### src/rtl/lfr_regs.svh
// Purpose: offsets, field positions and reset values of the fault
//          flag and output current setting registers
// Assumes: 8-bit register data, byte offsets as seen by the serial port
// Notes:   definitions only
// Functional notes
// - Bits 3..0 at 7Ch hold the open faults of channels 11..8, 1 = fault.
// - Bits 7..0 at 7Dh hold the short faults of channels 7..0, 1 = fault.
// - Bits 3..0 at 7Eh hold short faults of channels 11..8; 7..4 read 0.
// - The three flag registers are read-only, reset to 0; 7Ch and 7Eh read 0 in 7..4.
// - Current codes are 6-bit R/W in bits 5..0, reset 3Fh; 7..6 read 0.
// - Current settings for outputs 0, 1, 2 sit at 80h, 81h and 82h.
`ifndef LFR_REGS_SVH
`define LFR_REGS_SVH

// ----------------------------------------------------------------
// register offsets
// ----------------------------------------------------------------
`define LFR_OFS_OPEN_HI 8'h7c
`define LFR_OFS_SHORT_LO 8'h7d
`define LFR_OFS_SHORT_HI 8'h7e
`define LFR_OFS_CUR_ZERO 8'h80
`define LFR_OFS_CUR_ONE 8'h81
`define LFR_OFS_CUR_TWO 8'h82

// ----------------------------------------------------------------
// field layout and reset values
// ----------------------------------------------------------------
`define LFR_CUR_MSB 5
`define LFR_CUR_W 6
`define LFR_CUR_ENTRIES 3
`define LFR_CUR_RST 6'h3f
`define LFR_FLAG_RST 8'h00
`define LFR_HI_FLAG_W 4
`define LFR_LO_FLAG_W 8
`define LFR_RSVD_CUR 2'h0
`define LFR_RSVD_HI 4'h0
`define LFR_RD_NONE 8'h00

`endif

### src/rtl/lfr_pkg.sv
// Purpose: shared types of the fault flag and current register slice
// Assumes: lfr_regs.svh holds every number
// Notes:   read source select is one-hot
package lfr_pkg;
    // which store answers a pending read
    typedef enum logic [2:0] {
        LFR_SEL_NONE = 3'b001,
        LFR_SEL_FLAG = 3'b010,
        LFR_SEL_CUR = 3'b100
    } lfr_sel_t;

    typedef logic [1:0] lfr_idx_t;
    typedef logic [5:0] lfr_code_t;
endpackage

### src/rtl/lfr_cur_if.sv
// Purpose: carrier between register top and current setting store
// Assumes: single clock domain
// Notes:   write and read index are decoded by the top
`timescale 1ns/10ps
`default_nettype none
interface lfr_cur_if;
    import lfr_pkg::*;
    logic wr_en;
    lfr_idx_t wr_idx;
    lfr_code_t wr_code;
    lfr_idx_t rd_idx;
    lfr_code_t rd_code;
    lfr_code_t code0;
    lfr_code_t code1;
    lfr_code_t code2;

    modport store (
        input wr_en, wr_idx, wr_code, rd_idx,
        output rd_code, code0, code1, code2
    );
    modport ctrl (
        output wr_en, wr_idx, wr_code, rd_idx,
        input rd_code, code0, code1, code2
    );
endinterface
`default_nettype wire

### src/rtl/lfr_cur_mem.sv
// Purpose: three 6-bit output current setting words with registered read
// Assumes: index decoded by the caller, out-of-range index is never used
// Notes:   a read in the write cycle returns the old word
`include "lfr_regs.svh"
`timescale 1ns/10ps
`default_nettype none
module lfr_cur_mem
    import lfr_pkg::*;
(
    // clock and reset
    input wire logic clk_i,
    input wire logic rst_i,
    // access port
    lfr_cur_if.store cur
);
    lfr_code_t mem_q [`LFR_CUR_ENTRIES];
    lfr_code_t mem_d [`LFR_CUR_ENTRIES];
    lfr_code_t rd_q;
    lfr_code_t rd_d;

    // ----------------------------------------------------------------
    // storage words
    // ----------------------------------------------------------------
    genvar gi;
    generate
        for (gi = 0; gi < `LFR_CUR_ENTRIES; gi++) begin : g_word
            // only a decoded write to this word changes it
            always_comb begin
                mem_d[gi] = mem_q[gi];
                if (cur.wr_en && (cur.wr_idx == lfr_idx_t'(gi))) begin
                    mem_d[gi] = cur.wr_code;
                end
            end

            always_ff @(posedge clk_i) begin
                if (rst_i) begin
                    mem_q[gi] <= `LFR_CUR_RST;
                end else begin
                    mem_q[gi] <= mem_d[gi];
                end
            end
        end
    endgenerate

    // ----------------------------------------------------------------
    // registered read port
    // ----------------------------------------------------------------
    always_comb begin
        rd_d = mem_q[0];
        if (cur.rd_idx == 2'h1) begin
            rd_d = mem_q[1];
        end else if (cur.rd_idx == 2'h2) begin
            rd_d = mem_q[2];
        end
    end

    always_ff @(posedge clk_i) begin
        if (rst_i) begin
            rd_q <= `LFR_CUR_RST;
        end else begin
            rd_q <= rd_d;
        end
    end

    assign cur.rd_code = rd_q;
    assign cur.code0 = mem_q[0];
    assign cur.code1 = mem_q[1];
    assign cur.code2 = mem_q[2];
endmodule
`default_nettype wire

### src/rtl/lfr_top.sv
// Purpose: fault flag status and output current setting registers
// Assumes: serial port decodes frames and presents one byte access
//          per strobe; fault detectors deliver one-cycle set pulses
// Notes:   reads answer two cycles after the strobe
`include "lfr_regs.svh"
`timescale 1ns/10ps
`default_nettype none
module lfr_top
    import lfr_pkg::*;
(
    // clock and reset
    input wire logic clk_i,
    input wire logic rst_i,
    // register access from serial port
    input wire logic [7:0] reg_addr_i,
    input wire logic reg_wr_i,
    input wire logic [7:0] reg_wdata_i,
    input wire logic reg_rd_i,
    output logic [7:0] reg_rdata_o,
    output logic reg_rvalid_o,
    // fault detector events
    input wire logic [3:0] open_fault_set_i,
    input wire logic [3:0] open_fault_clr_i,
    input wire logic [11:0] short_fault_set_i,
    input wire logic [11:0] short_fault_clr_i,
    // current codes to the output stages
    output logic [5:0] nv_current_code_zero_o,
    output logic [5:0] nv_current_code_one_o,
    output logic [5:0] nv_current_code_two_o
);
    localparam int NFLAG = 16;

    lfr_cur_if cur ();

    logic [NFLAG-1:0] flag_q;
    logic [NFLAG-1:0] flag_d;
    logic [NFLAG-1:0] set_vec;
    logic [NFLAG-1:0] clr_vec;
    logic [3:0] open_hi;
    logic [7:0] short_lo;
    logic [3:0] short_hi;
    // per-channel views of the sticky flags, named after their channel
    logic open_fault_ch_eight;
    logic open_fault_ch_nine;
    logic open_fault_ch_ten;
    logic open_fault_ch_eleven;
    logic short_fault_ch_zero;
    logic short_fault_ch_one;
    logic short_fault_ch_two;
    logic short_fault_ch_three;
    logic short_fault_ch_four;
    logic short_fault_ch_five;
    logic short_fault_ch_six;
    logic short_fault_ch_seven;
    logic short_fault_ch_eight;
    logic short_fault_ch_nine;
    logic short_fault_ch_ten;
    logic short_fault_ch_eleven;
    lfr_sel_t sel_q;
    lfr_sel_t sel_d;
    logic [7:0] flag_byte_q;
    logic [7:0] flag_byte_d;
    logic [7:0] rdata_q;
    logic [7:0] rdata_d;
    logic rvalid_q;
    logic rvalid_d;
    logic hit_cur;
    lfr_idx_t cur_idx;

    // ----------------------------------------------------------------
    // fault flags
    // ----------------------------------------------------------------
    // open faults in 15..12, shorts in 11..0
    assign set_vec = {open_fault_set_i, short_fault_set_i};
    assign clr_vec = {open_fault_clr_i, short_fault_clr_i};

    genvar gi;
    generate
        for (gi = 0; gi < NFLAG; gi++) begin : g_flag
            // a set in the clear cycle wins so no event is lost
            always_comb begin
                flag_d[gi] = flag_q[gi];
                if (clr_vec[gi]) begin
                    flag_d[gi] = 1'b0;
                end
                if (set_vec[gi]) begin
                    flag_d[gi] = 1'b1;
                end
            end
        end
    endgenerate

    // flags are reached only through the detector ports
    always_ff @(posedge clk_i) begin
        if (rst_i) begin
            flag_q <= {2{`LFR_FLAG_RST}};
        end else begin
            flag_q <= flag_d;
        end
    end

    // open flags sit in 15..12 with channel 8 lowest
    assign open_fault_ch_eight = flag_q[12];
    assign open_fault_ch_nine = flag_q[13];
    assign open_fault_ch_ten = flag_q[14];
    assign open_fault_ch_eleven = flag_q[15];
    // short flags sit in 11..0 with channel 0 lowest
    assign short_fault_ch_zero = flag_q[0];
    assign short_fault_ch_one = flag_q[1];
    assign short_fault_ch_two = flag_q[2];
    assign short_fault_ch_three = flag_q[3];
    assign short_fault_ch_four = flag_q[4];
    assign short_fault_ch_five = flag_q[5];
    assign short_fault_ch_six = flag_q[6];
    assign short_fault_ch_seven = flag_q[7];
    assign short_fault_ch_eight = flag_q[8];
    assign short_fault_ch_nine = flag_q[9];
    assign short_fault_ch_ten = flag_q[10];
    assign short_fault_ch_eleven = flag_q[11];

    // register images, lowest channel in bit 0 of each byte
    assign open_hi = {open_fault_ch_eleven, open_fault_ch_ten,
        open_fault_ch_nine, open_fault_ch_eight};
    assign short_lo = {short_fault_ch_seven, short_fault_ch_six,
        short_fault_ch_five, short_fault_ch_four, short_fault_ch_three,
        short_fault_ch_two, short_fault_ch_one, short_fault_ch_zero};
    assign short_hi = {short_fault_ch_eleven, short_fault_ch_ten,
        short_fault_ch_nine, short_fault_ch_eight};

    // ----------------------------------------------------------------
    // address decode and write path
    // ----------------------------------------------------------------
    always_comb begin
        hit_cur = 1'b1;
        cur_idx = 2'h0;
        case (reg_addr_i)
            `LFR_OFS_CUR_ZERO: cur_idx = 2'h0;
            `LFR_OFS_CUR_ONE: cur_idx = 2'h1;
            `LFR_OFS_CUR_TWO: cur_idx = 2'h2;
            default: hit_cur = 1'b0;
        endcase
    end

    // writes reach only the current words; bits 7..6 are dropped
    assign cur.wr_en = reg_wr_i & hit_cur;
    assign cur.wr_idx = cur_idx;
    assign cur.wr_code = reg_wdata_i[`LFR_CUR_MSB:0];
    assign cur.rd_idx = cur_idx;

    lfr_cur_mem u_cur_mem (
        .clk_i(clk_i),
        .rst_i(rst_i),
        .cur(cur.store)
    );

    // ----------------------------------------------------------------
    // read path, first stage
    // ----------------------------------------------------------------
    // flag byte is snapped at the strobe so both sources line up
    always_comb begin
        sel_d = LFR_SEL_NONE;
        flag_byte_d = `LFR_RD_NONE;
        if (reg_rd_i) begin
            if (hit_cur) begin
                sel_d = LFR_SEL_CUR;
            end else begin
                case (reg_addr_i)
                    `LFR_OFS_OPEN_HI: begin
                        sel_d = LFR_SEL_FLAG;
                        flag_byte_d = {`LFR_RSVD_HI, open_hi};
                    end
                    `LFR_OFS_SHORT_LO: begin
                        sel_d = LFR_SEL_FLAG;
                        flag_byte_d = short_lo;
                    end
                    `LFR_OFS_SHORT_HI: begin
                        sel_d = LFR_SEL_FLAG;
                        flag_byte_d = {`LFR_RSVD_HI, short_hi};
                    end
                    default: sel_d = LFR_SEL_FLAG; // unmapped reads zero
                endcase
            end
        end
    end

    always_ff @(posedge clk_i) begin
        if (rst_i) begin
            sel_q <= LFR_SEL_NONE;
            flag_byte_q <= `LFR_RD_NONE;
        end else begin
            sel_q <= sel_d;
            flag_byte_q <= flag_byte_d;
        end
    end

    // ----------------------------------------------------------------
    // read path, second stage
    // ----------------------------------------------------------------
    // last data is held until the next answer
    always_comb begin
        rdata_d = rdata_q;
        rvalid_d = 1'b0;
        case (sel_q)
            LFR_SEL_NONE: rvalid_d = 1'b0;
            LFR_SEL_FLAG: begin
                rvalid_d = 1'b1;
                rdata_d = flag_byte_q;
            end
            LFR_SEL_CUR: begin
                rvalid_d = 1'b1;
                rdata_d = {`LFR_RSVD_CUR, cur.rd_code};
            end
            default: rvalid_d = 1'b0;
        endcase
    end

    always_ff @(posedge clk_i) begin
        if (rst_i) begin
            rdata_q <= `LFR_RD_NONE;
            rvalid_q <= 1'b0;
        end else begin
            rdata_q <= rdata_d;
            rvalid_q <= rvalid_d;
        end
    end

    // ----------------------------------------------------------------
    // outputs
    // ----------------------------------------------------------------
    assign reg_rdata_o = rdata_q;
    assign reg_rvalid_o = rvalid_q;
    assign nv_current_code_zero_o = cur.code0;
    assign nv_current_code_one_o = cur.code1;
    assign nv_current_code_two_o = cur.code2;
endmodule
`default_nettype wire

### config.mk
export PLATFORM = sky130hd
export DESIGN_NAME = lfr_top
export DESIGN_NICKNAME = d
export VERILOG_FILES = /design/src/rtl/lfr_pkg.sv /design/src/rtl/lfr_cur_if.sv /design/src/rtl/lfr_cur_mem.sv /design/src/rtl/lfr_top.sv
export VERILOG_INCLUDE_DIRS = /design/src /design/src/rtl
export SDC_FILE = /design/constraint.sdc
export NUM_CORES = 1
export LEC_CHECK = 0
export ABC_AREA = 1
export BUFFER_PORTS_ARGS = -buffer_cell sky130_fd_sc_hd__buf_2
export CORE_MARGIN = 4
export CORE_UTILIZATION = 50
export CTS_CLUSTER_SIZE = 12
export DETAILED_ROUTE_END_ITERATION = 16
export GPL_TIMING_DRIVEN = 1
export HOLD_SLACK_MARGIN = 0.02
export PLACE_DENSITY = 0.79
export SLEW_MARGIN = 40
export SYNTH_ARGS = -nofsm -noshare
export SYNTH_HDL_FRONTEND = slang
export SYNTH_SLANG_ARGS = --single-unit
### constraint.sdc
create_clock -name clk_i -period 1.4 [get_ports clk_i]
set_input_delay 0.14 -clock clk_i [delete_from_list [all_inputs] [get_ports clk_i]]
set_output_delay 0.14 -clock clk_i [all_outputs]
set_load 0.005 [all_outputs]
# Word-level counts from Yosys, hierarchy flattened
# Memories as Yosys holds them, arrays and structs flattened.
# Cells that the tools add are included.
word_totals:
  regBits: 42
  mem_bits_rw: 18
  out_inout_bits: 27
  elab_cells: 111
  n_memories: 1
mem_list:
  columns: ["memory", "words", "width", "rd", "rd_clocked_by_memory_dff", "wr", "line", "text"]
  rows:
  - ["u_cur_mem.mem_q", 3, 6, 3, 0, 3, "lfr_cur_mem.sv:16", "lfr_code_t mem_q [`LFR_CUR_ENTRIES];"]
classes:
  n_eq_ne: 10
  mux: 49
  bitwise_logic: 5
  n_reduce_logical: 25
op_table:
  columns: ["cell", "count"]
  rows:
  - ["$mux 6", 8]
  - ["$mux 1", 37]
  - ["$reduce_bool 2->1", 17]
  - ["$eq 8x7->1 const B", 3]
  - ["$eq 8x8->1 const B", 3]
  - ["$pmux 8 s3", 1]
  - ["$pmux 8 s2", 1]
  - ["$reduce_or 3->1", 2]
  - ["$pmux 2 s2", 1]
  - ["$reduce_or 2->1", 2]
  - ["$eq 3x2->1 const B", 1]
  - ["$eq 3x3->1 const B", 1]
  - ["$logic_and 1x1->1", 3]
  - ["$mux 3", 1]
  - ["$or 1x1->1", 3]
  - ["$eq 2x1->1 const B", 1]
  - ["$eq 2x2->1 const B", 1]
  - ["$logic_not 2->1", 1]
  - ["$and 1x1->1", 1]
  - ["$not 1->1", 1]

# Logic depth before layout (Yosys ltp)
depth:
  word_depth: 7
  mapped_depth: 10

# Hierarchy
# From an unflattened synthesis, not the netlist that was laid out.
hier_totals:
  hier_cells: 356
  hier_area_um2: 2608.8
by_module_without_submodules:
  columns: ["module", "instances", "cells_per_inst", "area_per_inst_um2", "seq_area_each_um2"]
  rows:
  - ["lfr_top", 1, 205, 1498.9, 720.7]
  - ["lfr_cur_mem", 1, 151, 1109.8, 480.5]

# Worst setup path after synthesis
# Ideal clock, no wire load.
synth_timing:
  kind: "register -> register"
  startpoint: "register sel_q[1]"
  endpoint: "register rdata_q[6] (netlist: reg_rdata_o[6])"
  setup_time_ps: 132
  t_arrival_ps: 981
  required_time_ps: 1268
  path_slack_ps: 287
  path_stages_with_launch: 7
  synth_period_minus_slack_ps: 1113
  cell_sequence: "dfxtp_1 > nor3_4 > inv_2 > nand2_2 > inv_1 > nand2_1 > a21oi_1"
synth_via:
  elab_chain_len: 2
  elab_cells_between_ends: 4
  cone_classes: "eq/ne: 2; mux: 1; reduce/logical: 1"
synth_rtl:
  columns: ["element", "line", "text"]
  rows:
  - ["from (decl)", "lfr_top.sv:59", "lfr_sel_t sel_q;"]
  - ["from (signal assigned)", "lfr_top.sv:191", "sel_q <= sel_d;"]
  - ["$eq 3x3->1 or $eq 3x2->1 (tied branches)", "lfr_top.sv:203", "case (sel_q)"]
  - ["$pmux 8 s2 or $reduce_bool 2->1 (tied branches)", null, null]
  - ["to (signal assigned)", "lfr_top.sv:219", "rdata_q <= `LFR_RD_NONE;"]
  - ["to (signal assigned)", "lfr_top.sv:222", "rdata_q <= rdata_d;"]
  - ["to (decl)", "lfr_top.sv:63", "logic [7:0] rdata_q;"]
# Several ways; a longest one is shown, not always the timed one.
# A chain may end at the register's enable or synchronous reset.

# Worst setup path in the final report
layout_timing:
  startpoint: "register sel_q[0]"
  endpoint: "register rdata_q[5] (netlist: reg_rdata_o[5])"
# Same word-level chain as after synthesis.

==> flow_metrics.env <==
export IMPL_hpwl_um=4270
export IMPL_layout_nets=479
export IMPL_total_power_uw=3500
export IMPL_crit_family="simple AND/OR/NAND/NOR gates"
export IMPL_period_share=0.817
export IMPL_slew_headroom=0.681
export IMPL_slowest_stage="dfxtp_1"
export IMPL_start_kind="register"
export IMPL_peakVddDrop_mv=0.799
export IMPL_netlist_top_cell_by_area="dfxtp_1"
export IMPL_seq_area_frac_synth=0.462
export IMPL_clk_latency_ns=0.33
export IMPL_ys_ff_latch=60
export IMPL_dieArea_um2=6420
export IMPL_critical_path_max_stage_delay_ns=0.38
export IMPL_reg2reg_depth=4
export IMPL_gr_total_overflow=0
export IMPL_coreArea_um2=4880
export IMPL_grt_usage=0.192
export IMPL_fin_setup_tns_ns=0
export IMPL_cellPowerDensity_nw_per_um2=1040
export IMPL_wl_per_cell_um=11.5
export IMPL_path_class="register to register"
export IMPL_instances_no_fill=499
export IMPL_status="complete, no violations"
export IMPL_cp_data_arrival_time_ns=1.35
export IMPL_yosys_warnings=0
export IMPL_synth_nets=383
export IMPL_grt_max_degree=31
export IMPL_vias=2388
export IMPL_cts_sinks=60
export IMPL_finClkSkew_ns=0.00763
export IMPL_worst_pin_slew_ns=0.475
export IMPL_cts_htree_levels=3
export IMPL_placed_cells=470
export IMPL_path_max_fanout=9
export IMPL_via_per_inst=4.79
export IMPL_routabilityCongestion=0.822
export IMPL_cts_root_buffer="clkbuf_8"
export IMPL_slew_viol_final=0
export IMPL_path_cells="nand3b_1 > nand2_2 > o21ai_0 > a21oi_1"
export IMPL_die_x_um=80.1
export IMPL_io_buffers=76
export IMPL_cts_buffers=9
export IMPL_synthToLayoutAreaGrowth_pct=29.2
export IMPL_first_pass_iters=4
export IMPL_hold_end="flag_q[4]"
export IMPL_clk_pin_slew_ns=0.06
export IMPL_cp_end_kind="register"
export IMPL_drt_total_wl_um=5760
export IMPL_fin_crit_ns=1.14
export IMPL_drt_iter0_drc=114
export IMPL_r2r_end="reg_rdata_o[5]"
export IMPL_r2r_slack_ns=0.26
export IMPL_dpl_worst_slack_ns=0.167
export IMPL_fmax_mhz=875
export IMPL_syn_inst=331
export IMPL_drtAntennaViolNets=0
export IMPL_r2r_start="sel_q[0]"
export IMPL_hold_class="input port to register"
export IMPL_cts_tree="yes"
export IMPL_diodes=0
export IMPL_first_global_vias=2267
export IMPL_cp_num_buf_inv=0
export IMPL_chipHeight_um=80.1
export IMPL_postCtsResizedCells=0
export IMPL_synth_avg_cell_area_um2=7.85
export IMPL_antenna_found_initial=0
export IMPL_synthTopCellsByArea="dfxtp_1 (46%), nand3_1 (8.3%), nand2_1 (8.1%)"
export IMPL_rsz0062_at_grt="no"
export IMPL_fin_ws_ns=0.257
export IMPL_synth_top_area_share=0.462
export IMPL_maxCapViolCount=0
export IMPL_hold_violations=0
export IMPL_drive_above_1_share=0.319
export IMPL_netlist_area_um2=2600
export IMPL_cts_buffer_depth=2
export IMPL_initial_core_util=0.533
export IMPL_drc_errors=0
export IMPL_hold_depth=3
export IMPL_final_setup_viol_count=0
export IMPL_p_leak_uw=0.00173
export IMPL_grt_pass1_wl_um=9630
export IMPL_fp_row_count=25
export IMPL_crit_required_ns=1.61
export IMPL_ys_types=25
export IMPL_holdCritStartpoint="short_fault_set_i[4]"
export IMPL_ios=79
## worst reg2reg max path, stage by stage (launching register included)
cell and delay [ns]:
dfxtp_1 0.38, nand3b_1 0.24, nand2_2 0.15, o21ai_0 0.21, a21oi_1 0.06
## how the worst max path moves through the flow
stage / from / endpoint / cells after the start / slack [ns]
2_1_floorplan: sel_q[1] / reg_rdata_o[6] / 6 / 0.29
3_3_place_gp: reg_addr_i[4] / u_cur_mem.mem_q[2][3] / 9 / 0.19
3_5_place_dp: reg_addr_i[5] / u_cur_mem.mem_q[1][0] / 9 / 0.17
4_1_cts: sel_q[0] / reg_rdata_o[5] / 4 / 0.27
5_1_grt: sel_q[0] / reg_rdata_o[5] / 4 / 0.13
6_report: sel_q[0] / reg_rdata_o[5] / 4 / 0.26
## state kept, by name, indices dropped and copies added, names as in the netlist
register and flops:
sel_q 3, reg_rdata_o 8, flag_q 16, u_cur_mem.mem_q 18
u_cur_mem.cur.rd_code 6, reg_rvalid_o 1, flag_byte_q 8
## cell families (layout without fill, tap and decap cells)
kind of cell           Yosys count  count (layout)  share of synthesized area
AND/OR/NAND/NOR                161             161                      0.329
flip-flops                      60              60                      0.462
buffers and inverters           58             159                     0.0977
AO/OA/AOI/OAI                   52              52                      0.112
## what timing repair did
| action | 4_1_cts | 5_1_grt |
|---|---|---|
| hold buffers | 13 | 0 |
| hold endpoints to repair | 13 | 0 |
| setup buffers | 0 | 0 |
## report_power, final
part           internal, uW  leakage [uW]  switching (uW)
combinational           127       0.00114             145
clock                   813     0.0000931             641
sequential             1750      0.000490            23.0
total                  2690       0.00173             808
## synthesized netlist by cell type
cell type / n
inv_2: 3
nand2_2: 14
dfxtp_1: 60
nor3_1: 1
nand3_1: 43
o21ai_1: 5
a21oi_1: 21
nor2_2: 2
nor3_4: 1
buf_6: 2
nand2_1: 56
nor2_8: 3
clkbuf_1: 5
nand3b_1: 1
nor2_4: 3
o21ai_2: 8
or2_4: 1
buf_12: 1
nor2_1: 28
nand3_4: 1
inv_6: 1
inv_1: 46
nor3_2: 3
nand2_4: 4
o21ai_0: 18
## routing by layer
layer / GRT usage / vias up / part of all wire
met5: 0 / - / 0
met4: 0.0963 / 0 / 0.018
met3: 0.0460 / 10 / 0.067
met2: 0.335 / 70 / 0.49
met1: 0.218 / 1058 / 0.43
li1: - / 1250 / -
## stage by stage
stage,area (um2),hold slack [ns],utilization
3_5_place_dp,3050,0.349,0.624
5_1_grt,3360,0.0314,0.688
4_1_cts,3360,0.0201,0.688
3_3_place_gp,3050,0.343,0.624
2_1_floorplan,2600,0.248,-
6_report,3360,0.0297,0.688
## placed cells by master, fill, tap and decap left out
master | Yosys | layout
o21ai_0 | 18 | 18
nor3_1 | 1 | 1
clkinv_2 | 0 | 3
o21ai_2 | 8 | 8
clkinvlp_4 | 0 | 1
nor2_1 | 28 | 28
nor2_8 | 3 | 3
nand2_4 | 4 | 4
clkbuf_1 | 5 | 2
nor3_2 | 3 | 3
inv_2 | 3 | 3
dfxtp_1 | 60 | 60
nor2_2 | 2 | 2
nand3b_1 | 1 | 1
bufinv_16 | 0 | 1
or2_4 | 1 | 1
nand3_1 | 43 | 43
a21oi_1 | 21 | 21
dlygate4sd3_1 | 0 | 13
buf_2 | 0 | 76
buf_4 | 0 | 3
nand2_1 | 56 | 56
inv_6 | 1 | 1
nor3_4 | 1 | 1
nand2_2 | 14 | 14
buf_12 | 1 | 1
o21ai_1 | 5 | 5
inv_1 | 46 | 46
nand3_4 | 1 | 1
nor2_4 | 3 | 3
clkbuf_8 | 0 | 9
## final cells by class
| class | instances | area, um2 |
|---|---|---|
| Fill cell | 415 | 1520 |
| Tap cell | 67 | 83.8 |
| Clock buffer | 11 | 131 |
| Multi-Input combinational cell | 213 | 1140 |
| Sequential cell | 60 | 1200 |
| Timing Repair Buffer | 93 | 553 |
| Clock inverter | 5 | 52.6 |
| Inverter | 50 | 193 |
No activity file was read; power rests on OpenSTA's default activity.
